**config.mk**
```make
export PLATFORM = sky130hd
export DESIGN_NAME = pld_output_macrocell_array
export DESIGN_NICKNAME = d
export VERILOG_FILES = /design/src/verilog/pld_pkg.sv /design/src/verilog/pld_macrocell.sv /design/src/verilog/pld_output_macrocell_array.sv
export SDC_FILE = /design/constraint.sdc
export NUM_CORES = 1
export LEC_CHECK = 0
export BUFFER_PORTS_ARGS = -buffer_cell sky130_fd_sc_hd__buf_2
export CORE_AREA = 3 3 131 133
export CTS_BUF_LIST = sky130_fd_sc_hd__clkbuf_2
export CTS_CLUSTER_DIAMETER = 120
export DETAILED_ROUTE_END_ITERATION = 8
export DIE_AREA = 0 0 134 136
export PLACE_DENSITY = 0.69
export RECOVER_POWER = 50
export SKIP_CTS_REPAIR_TIMING = 1
export SYNTH_ARGS = -nofsm -noshare
export SYNTH_HDL_FRONTEND = slang
export SYNTH_HIERARCHICAL = 1
export SYNTH_SLANG_ARGS = --single-unit
```
**constraint.sdc**
```tcl
create_clock -name pclk -period 4.1 [get_ports pclk]
set_input_delay 1.025 -clock pclk [delete_from_list [all_inputs] [get_ports pclk]]
set_output_delay 1.025 -clock pclk [all_outputs]
set_load 0.05 [all_outputs]
```
**src/verilog/pld_pkg.sv**
```systemverilog
// Shared constants, field layout and carrier types for the output macrocell array.
package pld_pkg;

    localparam int unsigned NUM_CELLS  = 12;
    localparam int unsigned MAX_TERMS  = 12;
    localparam int unsigned ADDR_W     = 12;
    localparam int unsigned OE_FIELD_W = 2;

    // Register byte offsets on the APB port.
    localparam logic [ADDR_W-1:0] ADDR_MODE    = 12'h000;
    localparam logic [ADDR_W-1:0] ADDR_POL     = 12'h004;
    localparam logic [ADDR_W-1:0] ADDR_OE      = 12'h008;
    localparam logic [ADDR_W-1:0] ADDR_PRELOAD = 12'h00C;
    localparam logic [ADDR_W-1:0] ADDR_STATUS  = 12'h010;

    // Status word layout: stored register values, then synchronised pin levels.
    localparam int unsigned STAT_Q_LSB   = 0;
    localparam int unsigned STAT_PIN_LSB = 12;

    // Per-cell configuration encodings.
    localparam logic       MODE_REGISTERED = 1'b1;
    localparam logic       POL_TRUE        = 1'b1;
    localparam logic [1:0] OE_TERM         = 2'h0;
    localparam logic [1:0] OE_ON           = 2'h1;
    localparam logic [1:0] OE_OFF          = 2'h2;

    // Reset values: combinatorial, true polarity, every pin a dedicated input.
    localparam logic [NUM_CELLS-1:0]              MODE_RST    = 12'h000;
    localparam logic [NUM_CELLS-1:0]              POL_RST     = 12'hFFF;
    localparam logic [NUM_CELLS*OE_FIELD_W-1:0]   OE_RST      = 24'hAA_AAAA;
    localparam logic [NUM_CELLS-1:0]              PRELOAD_RST = 12'h000;

    // Product terms feeding the macrocells, straight from the AND array.
    typedef struct packed {
        logic [NUM_CELLS-1:0][MAX_TERMS-1:0] logic_term;
        logic [NUM_CELLS-1:0]                oe_term;
        logic                                shared_async_clear_term;
        logic                                shared_sync_set_term;
    } pld_terms_s;

    // Feedback returned to the AND array, true and complemented.
    typedef struct packed {
        logic [NUM_CELLS-1:0] fb_true;
        logic [NUM_CELLS-1:0] fb_comp;
    } pld_fb_s;

    // Number of logic product terms summed by each macrocell.
    function automatic int unsigned cell_terms(input int unsigned idx);
        case (idx)
            4, 7:    return 10;
            5, 6:    return 12;
            default: return 8;
        endcase
    endfunction : cell_terms

endpackage : pld_pkg

```
**src/verilog/pld_macrocell.sv**
```systemverilog
// One configurable output macrocell: sum term, flip-flop, polarity, enable and feedback.
`timescale 1ns/10ps
module pld_macrocell
    import pld_pkg::*;
#(
    parameter int unsigned TERMS = 8
) (
    input  wire logic             clk,
    input  wire logic             rst_n,
    input  wire logic             clear_term,
    input  wire logic             set_term,
    input  wire logic             preload_en,
    input  wire logic             preload_val,
    input  wire logic [TERMS-1:0] logic_terms,
    input  wire logic             oe_term,
    input  wire logic             mode,
    input  wire logic             polarity,
    input  wire logic [1:0]       oe_sel,
    input  wire logic             pin_level,
    output logic                  pin_out,
    output logic                  pin_oe_n,
    output logic                  fb_true,
    output logic                  fb_comp,
    output logic                  q,
    output logic                  sum
);

    logic q_ff;
    logic cell_clr_n;
    logic data_sel;
    logic oe;

    assign sum = |logic_terms;

    // The clear term joins the power-up reset, so it wins over any edge.
    assign cell_clr_n = rst_n & ~clear_term;

    always_ff @(posedge clk or negedge cell_clr_n) begin
        if (!cell_clr_n) begin
            q_ff <= 1'b0;
        end else if (preload_en) begin
            q_ff <= preload_val;
        end else if (set_term) begin
            q_ff <= 1'b1;
        end else begin
            q_ff <= sum;
        end
    end

    assign q        = q_ff;
    assign data_sel = (mode == MODE_REGISTERED) ? q_ff : sum;
    assign pin_out  = (polarity == POL_TRUE) ? data_sel : ~data_sel;

    always_comb begin
        if (mode == MODE_REGISTERED) begin
            oe = oe_term;
        end else begin
            case (oe_sel)
                OE_ON:   oe = 1'b1;
                OE_OFF:  oe = 1'b0;
                default: oe = oe_term;
            endcase
        end
    end

    assign pin_oe_n = ~oe;

    // A registered cell never looks at its pin, so it cannot be used as an input.
    always_comb begin
        if (mode == MODE_REGISTERED) begin
            fb_true = ~q_ff;
            fb_comp = q_ff;
        end else begin
            fb_true = pin_level;
            fb_comp = ~pin_level;
        end
    end

endmodule : pld_macrocell

```
**src/verilog/pld_output_macrocell_array.sv**
```systemverilog
// Twelve output macrocells with an APB configuration and test preload port.
//
// The APB interface to the registers and the register addresses were chosen for this implementation.
`timescale 1ns/10ps
// Operation
// - Cells sum twelve, ten or eight terms.
// - Each cell has a dedicated enable term.
// - Polarity per cell, true or inverted.
// - Shared clear term zeroes registers immediately.
// - Shared set term loads ones at edge.
// - Clear and set ignore output polarity.
// - Two config bits pick mode, polarity.
// - Registered pin driven from stored value.
// - Registered feedback is inverted stored value, both forms.
// - Registered pin is output only.
// - Combinatorial pin driven straight from sum.
// - Combinatorial enable: on, off, or term.
// - Combinatorial feedback taken from pin level.
// - Power-up clears all registers to zero.
// - Preload forces any register state synchronously.
module pld_output_macrocell_array
    import pld_pkg::*;
(
    input  wire logic              pclk,
    input  wire logic              presetn,
    input  wire logic              psel,
    input  wire logic              penable,
    input  wire logic              pwrite,
    input  wire logic [ADDR_W-1:0] paddr,
    input  wire logic [31:0]       pwdata,
    output logic [31:0]            prdata,
    output logic                   pready,
    output logic                   pslverr,
    input  wire pld_terms_s        terms,
    input  wire logic [NUM_CELLS-1:0] pin_in,
    output logic [NUM_CELLS-1:0]   pin_out,
    output logic [NUM_CELLS-1:0]   pin_oe_n,
    output pld_fb_s                array_fb
);

    logic [NUM_CELLS-1:0]            cell_mode_bit_ff;
    logic [NUM_CELLS-1:0]            cell_polarity_bit_ff;
    logic [NUM_CELLS*OE_FIELD_W-1:0] oe_sel_ff;
    logic                            preload_en_ff;
    logic [NUM_CELLS-1:0]            preload_val_ff;
    logic [NUM_CELLS-1:0]            pin_meta_ff;
    logic [NUM_CELLS-1:0]            pin_sync_ff;
    logic [31:0]                     prdata_ff;
    logic                            pslverr_ff;
    logic [NUM_CELLS-1:0]            cell_q;
    logic [NUM_CELLS-1:0]            cell_sum;
    logic [NUM_CELLS-1:0]            fb_true_w;
    logic [NUM_CELLS-1:0]            fb_comp_w;
    logic                            apb_setup;
    logic                            apb_wr;
    logic [31:0]                     rd_data;
    logic                            rd_hit;

    // Zero wait states: every access phase completes in its first cycle.
    assign pready    = 1'b1;
    assign apb_setup = psel & ~penable;
    assign apb_wr    = psel & penable & pwrite;
    assign prdata    = prdata_ff;
    assign pslverr   = pslverr_ff;

    always_comb begin
        rd_hit  = 1'b1;
        rd_data = 32'h0000_0000;
        case (paddr)
            ADDR_MODE:    rd_data = 32'(cell_mode_bit_ff);
            ADDR_POL:     rd_data = 32'(cell_polarity_bit_ff);
            ADDR_OE:      rd_data = 32'(oe_sel_ff);
            ADDR_PRELOAD: rd_data = 32'(preload_val_ff);
            ADDR_STATUS:  rd_data = 32'({pin_sync_ff, cell_q});
            default:      rd_hit  = 1'b0;
        endcase
    end

    // Read data is captured in the setup cycle so prdata comes from a flip-flop.
    always_ff @(posedge pclk or negedge presetn) begin
        if (!presetn) begin
            prdata_ff  <= 32'h0000_0000;
            pslverr_ff <= 1'b0;
        end else if (apb_setup) begin
            prdata_ff  <= pwrite ? 32'h0000_0000 : rd_data;
            pslverr_ff <= ~rd_hit;
        end else begin
            prdata_ff  <= 32'h0000_0000;
            pslverr_ff <= 1'b0;
        end
    end

    always_ff @(posedge pclk or negedge presetn) begin
        if (!presetn) begin
            cell_mode_bit_ff     <= MODE_RST;
            cell_polarity_bit_ff <= POL_RST;
            oe_sel_ff            <= OE_RST;
        end else if (apb_wr) begin
            case (paddr)
                ADDR_MODE: cell_mode_bit_ff     <= pwdata[NUM_CELLS-1:0];
                ADDR_POL:  cell_polarity_bit_ff <= pwdata[NUM_CELLS-1:0];
                ADDR_OE:   oe_sel_ff            <= pwdata[NUM_CELLS*OE_FIELD_W-1:0];
                default:   ;
            endcase
        end
    end

    // A preload write becomes a one-cycle force applied at the following edge.
    always_ff @(posedge pclk or negedge presetn) begin
        if (!presetn) begin
            preload_en_ff  <= 1'b0;
            preload_val_ff <= PRELOAD_RST;
        end else begin
            preload_en_ff <= apb_wr && (paddr == ADDR_PRELOAD);
            if (apb_wr && (paddr == ADDR_PRELOAD)) begin
                preload_val_ff <= pwdata[NUM_CELLS-1:0];
            end
        end
    end

    // Pins are driven by board logic on its own timing, so they are synchronised.
    always_ff @(posedge pclk or negedge presetn) begin
        if (!presetn) begin
            pin_meta_ff <= '0;
            pin_sync_ff <= '0;
        end else begin
            pin_meta_ff <= pin_in;
            pin_sync_ff <= pin_meta_ff;
        end
    end

    for (genvar i = 0; i < NUM_CELLS; i++) begin : g_cell
        localparam int unsigned N = cell_terms(i);
        pld_macrocell #(
            .TERMS (N)
        ) u_cell (
            .clk         (pclk),
            .rst_n       (presetn),
            .clear_term  (terms.shared_async_clear_term),
            .set_term    (terms.shared_sync_set_term),
            .preload_en  (preload_en_ff),
            .preload_val (preload_val_ff[i]),
            .logic_terms (terms.logic_term[i][N-1:0]),
            .oe_term     (terms.oe_term[i]),
            .mode        (cell_mode_bit_ff[i]),
            .polarity    (cell_polarity_bit_ff[i]),
            .oe_sel      (oe_sel_ff[OE_FIELD_W*i +: OE_FIELD_W]),
            .pin_level   (pin_sync_ff[i]),
            .pin_out     (pin_out[i]),
            .pin_oe_n    (pin_oe_n[i]),
            .fb_true     (fb_true_w[i]),
            .fb_comp     (fb_comp_w[i]),
            .q           (cell_q[i]),
            .sum         (cell_sum[i])
        );
    end

    assign array_fb.fb_true = fb_true_w;
    assign array_fb.fb_comp = fb_comp_w;

    logic clr_w;
    logic set_w;
    assign clr_w = terms.shared_async_clear_term;
    assign set_w = terms.shared_sync_set_term;

    // Per-cell view of the enable codes, used only by the checks below.
    // The codes are decoded again here so the checks do not lean on the cell's own decoder.
    logic [NUM_CELLS-1:0] sel_on_w;
    logic [NUM_CELLS-1:0] sel_off_w;

    always_comb begin
        sel_on_w  = '0;
        sel_off_w = '0;
        for (int c = 0; c < NUM_CELLS; c++) begin
            sel_on_w[c]  = (oe_sel_ff[OE_FIELD_W*c +: OE_FIELD_W] == OE_ON);
            sel_off_w[c] = (oe_sel_ff[OE_FIELD_W*c +: OE_FIELD_W] == OE_OFF);
        end
    end
endmodule : pld_output_macrocell_array

```
==> key figures <==
Outcome
  – Outcome: finished, violations left
  – Failing checks: max-capacitance violations, max-slew violations

Synth
  – Syn Inst Count: 547
  – Synth warn: 6
  – Synth area leader: dfrtp_1
  – Share of Yosys cell area claimed by the top area cell type: 0.384
  – Syn Std Cell Area: 6380 um2
  – Synth top cells by count: 98 x dfrtp_1, 62 x mux2_2, 36 x inv_1
  – Fraction of registers with async set/reset: 1.00
  – Largest cells by area after synthesis: dfrtp_1 38%, mux2_2 11%, dfstp_2 9.9%, nor4_2 4.7%, mux2i_1 3.8%
  – Count leader, synth: dfrtp_1
  – Avg Cell Area, Syn: 11.7 um2
  – Ys flop type: dfrtp_1
  – EDFF count, synth: 0
  – Synth Register Bits: 122
  – Cell variety after synth: 39
  – Seq/Total Area, Yosys: 0.483

Floorplan
  – Row count: 46
  – Core box area: 15900 um2
  – Initial Util: 0.400
  – # IOs: 301
  – Die span in y: 136 um
  – Die Wd: 134 um
  – Die area: 18200 um2

Placed design
  – Dpl hpwl: 13.3 mm
  – Placer Congestion: 0.793
  – Placed standard-cell area: 7850 um2
  – Number of I/O port buffers: 247

Layout
  – Layout cell share with drive strength beyond 1: 0.515
  – Design area: 8100 um2
  – Reg area: 3080 um2
  – Diode count: 0
  – Fillcell total: 1509
  – Nets: 1028
  – Multi-input gate area in the final layout: 3030 um2
  – Syn-to-layout area delta: 26.9%

Detailed routing
  – Final wirelength: 18.1 mm
  – Via count: 5178
  – Met2 routed WL: 9.11 mm
  – Met1 Wirelength: 7.60 mm
  – Highest Signal Layer: met4
  – Drt wl/cell: 17.7 um
  – Iter 0 DRT Violations: 320
  – DRC: 0
  – First-pass DRT Iterations: 4
  – Vias per cell: 5.05
  – Routed Antenna Nets: 0
  – DR WL met3: 1.20 mm

Power
  – Switching power: 661 uW
  – Pint: 1730 uW
  – Total power: 2390 uW
  – LEAKAGE: 0.00383 uW
  – Combinational Power Share: 0.134
  – P per Cell Area: 295 nW/um2
  – Switching share of power: 0.277
  – Max VDD drop: 187 uV
  – Clock share of power: 0.352
  – Seq pwr share: 0.514

Timing
  – Fin crit share: 0.801
  – Worst rel slew slack: -0.922
  – RSZ-0062 raised after global routing: no
  – Final max-slew violation count: 55
  – Minimum clock period after layout: 3.28 ns
  – Clock Skews: 0.0383 ns
  – Smallest hold slack: 0.347 ns
  – Worst slew pin tran: 2.88 ns
  – Final Hold Fails: 0
  – Final setup viols: 0
  – FMAX: 0.305 GHz
  – Setup tns final: 0 ns

Clocking
  – CTS clk-pin slew, worst paths: 0.19 ns
  – Clock Sinks: 122
  – CTS buffer count: 17
  – Later-pin clock latency in the skew report: 0.68 ns
  – Root Buffer: clkbuf_2
  – CTS tree: done
  – CTS max path bufs: 2
  – H-tree depth: 4

Global routing
  – First-pass GRT wire length: 28.0 mm
  – Number of antenna violations at the first check in global routing: 0
  – GRT Util Overall: 0.200
  – Largest net degree at the start of global routing: 69
  – Overflow after GRT: 0
  – Vias in the first global route: 5281

Worst setup path
  – Crit path required time: 3.07 ns
  – Crit path max fanout: 2
  – Arrival @ worst endpoint: 2.26 ns
  – Crit. End Element: primary output
  – CP Class: input port to primary output
  – CP Launch Type: input port

Hold path
  – Hold Path Class: flop to flop

Run
  – Max Cap Viol: 1
-- flip-flops by register name, indices dropped and copies added (netlist names) --
signal,count
cell_mode_bit_ff,12
preload_val_ff,12
pin_meta_ff,12
preload_en_ff,1
prdata,24
g_cell.u_cell/q,12
pin_sync_ff,12
pslverr,1
cell_polarity_bit_ff,12
oe_sel_ff,24
-- through the flow --
stage               utilization  instances  worst slack (ns)
floorplan                     -        554             0.711
global placement          0.492        994             0.795
detailed placement        0.492        994             0.759
CTS                       0.508       1026             0.736
global route              0.508       1026             0.624
finish                    0.508       1026             0.818
-- layer usage --
layer	vias up	GRT usage
met4	0	0.0634
met2	195	0.338
met5	-	0
li1	2447	-
met3	19	0.0429
met1	2517	0.257
-- cells in the final DEF (no fill, tap or decap), drive strengths merged, types with 2 or more instances in the layout --
cell    synthesis  final
nor3            2      2
mux2           72     72
inv            36     36
a211oi         12     12
mux2i          24     24
a21oi          24     24
buf            19    257
or3             2      2
bufinv          0      4
or4             4      4
a41oi           4      4
or4b            2      2
nand2          21     21
ha             12     12
clkinv          0      6
a211o          12     12
a31oi           9      9
dfstp          24     24
xnor2          12     12
nor4           30     30
nand3          28     28
dfrtp          98     98
nor2b          25     25
nor2           17     17
conb            2      9
clkbuf         15     22
o31a           12     12
a21o           12     12
nand2b         13     13
-- area by class of cell --
cell class | count | area share
flip-flops and latches | 122 | 0.381
multi-input cells | 362 | 0.373
repair buffers | 258 | 0.164
well taps | 216 | 0.0334
clock inverters | 11 | 0.0187
inverters | 36 | 0.0167
clock buffers | 21 | 0.0130
-- cells by family after synthesis --
kind of cell | after synthesis | share of synthesized area
AND/OR/NAND/NOR | 147 | 0.154
AO/OA/AOI/OAI | 86 | 0.101
adder cells (fa/ha/maj) | 12 | 0.0235
flip-flops | 122 | 0.483
other | 2 | 0.00118
buffers and inverters | 70 | 0.0511
multiplexers | 96 | 0.170
XOR/XNOR | 12 | 0.0165
-- critical path: stages --
cell and delay, ns:
buf_2 0.09, nor4_1 0.46, a41oi_1 0.20, xnor2_1 0.19
buf_2 0.29
-- power groups by stage --
stage	clock network [uW]	registers (uW)	logic [uW]
floorplan	0	1250	166
global placement	0	1250	321
detailed placement	0	1250	323
CTS	868	1230	324
global route	919	1230	348
finish	841	1230	320
-- path summary, 6_finish.rpt --
path	end	slack (ns)	cells past startpoint	from
setup / recovery	pin_out[6]	0.82	5	terms[87]
hold / removal	pin_sync_ff[1]$_DFF_PN0_	0.35	0	pin_meta_ff[1]$_DFF_PN0_
setup reg to reg	g_cell[4].u_cell/q$_DFF_PN0_	2.75	2	preload_en_ff$_DFF_PN0_
hold reg to reg	pin_sync_ff[1]$_DFF_PN0_	0.35	0	pin_meta_ff[1]$_DFF_PN0_
max in group asynchronous	pin_sync_ff[5]$_DFF_PN0_	1.21	1	presetn
min in group asynchronous	g_cell[9].u_cell/q$_DFF_PN0_	0.37	2	terms[1]
Power figures use the tool's default switching activity.
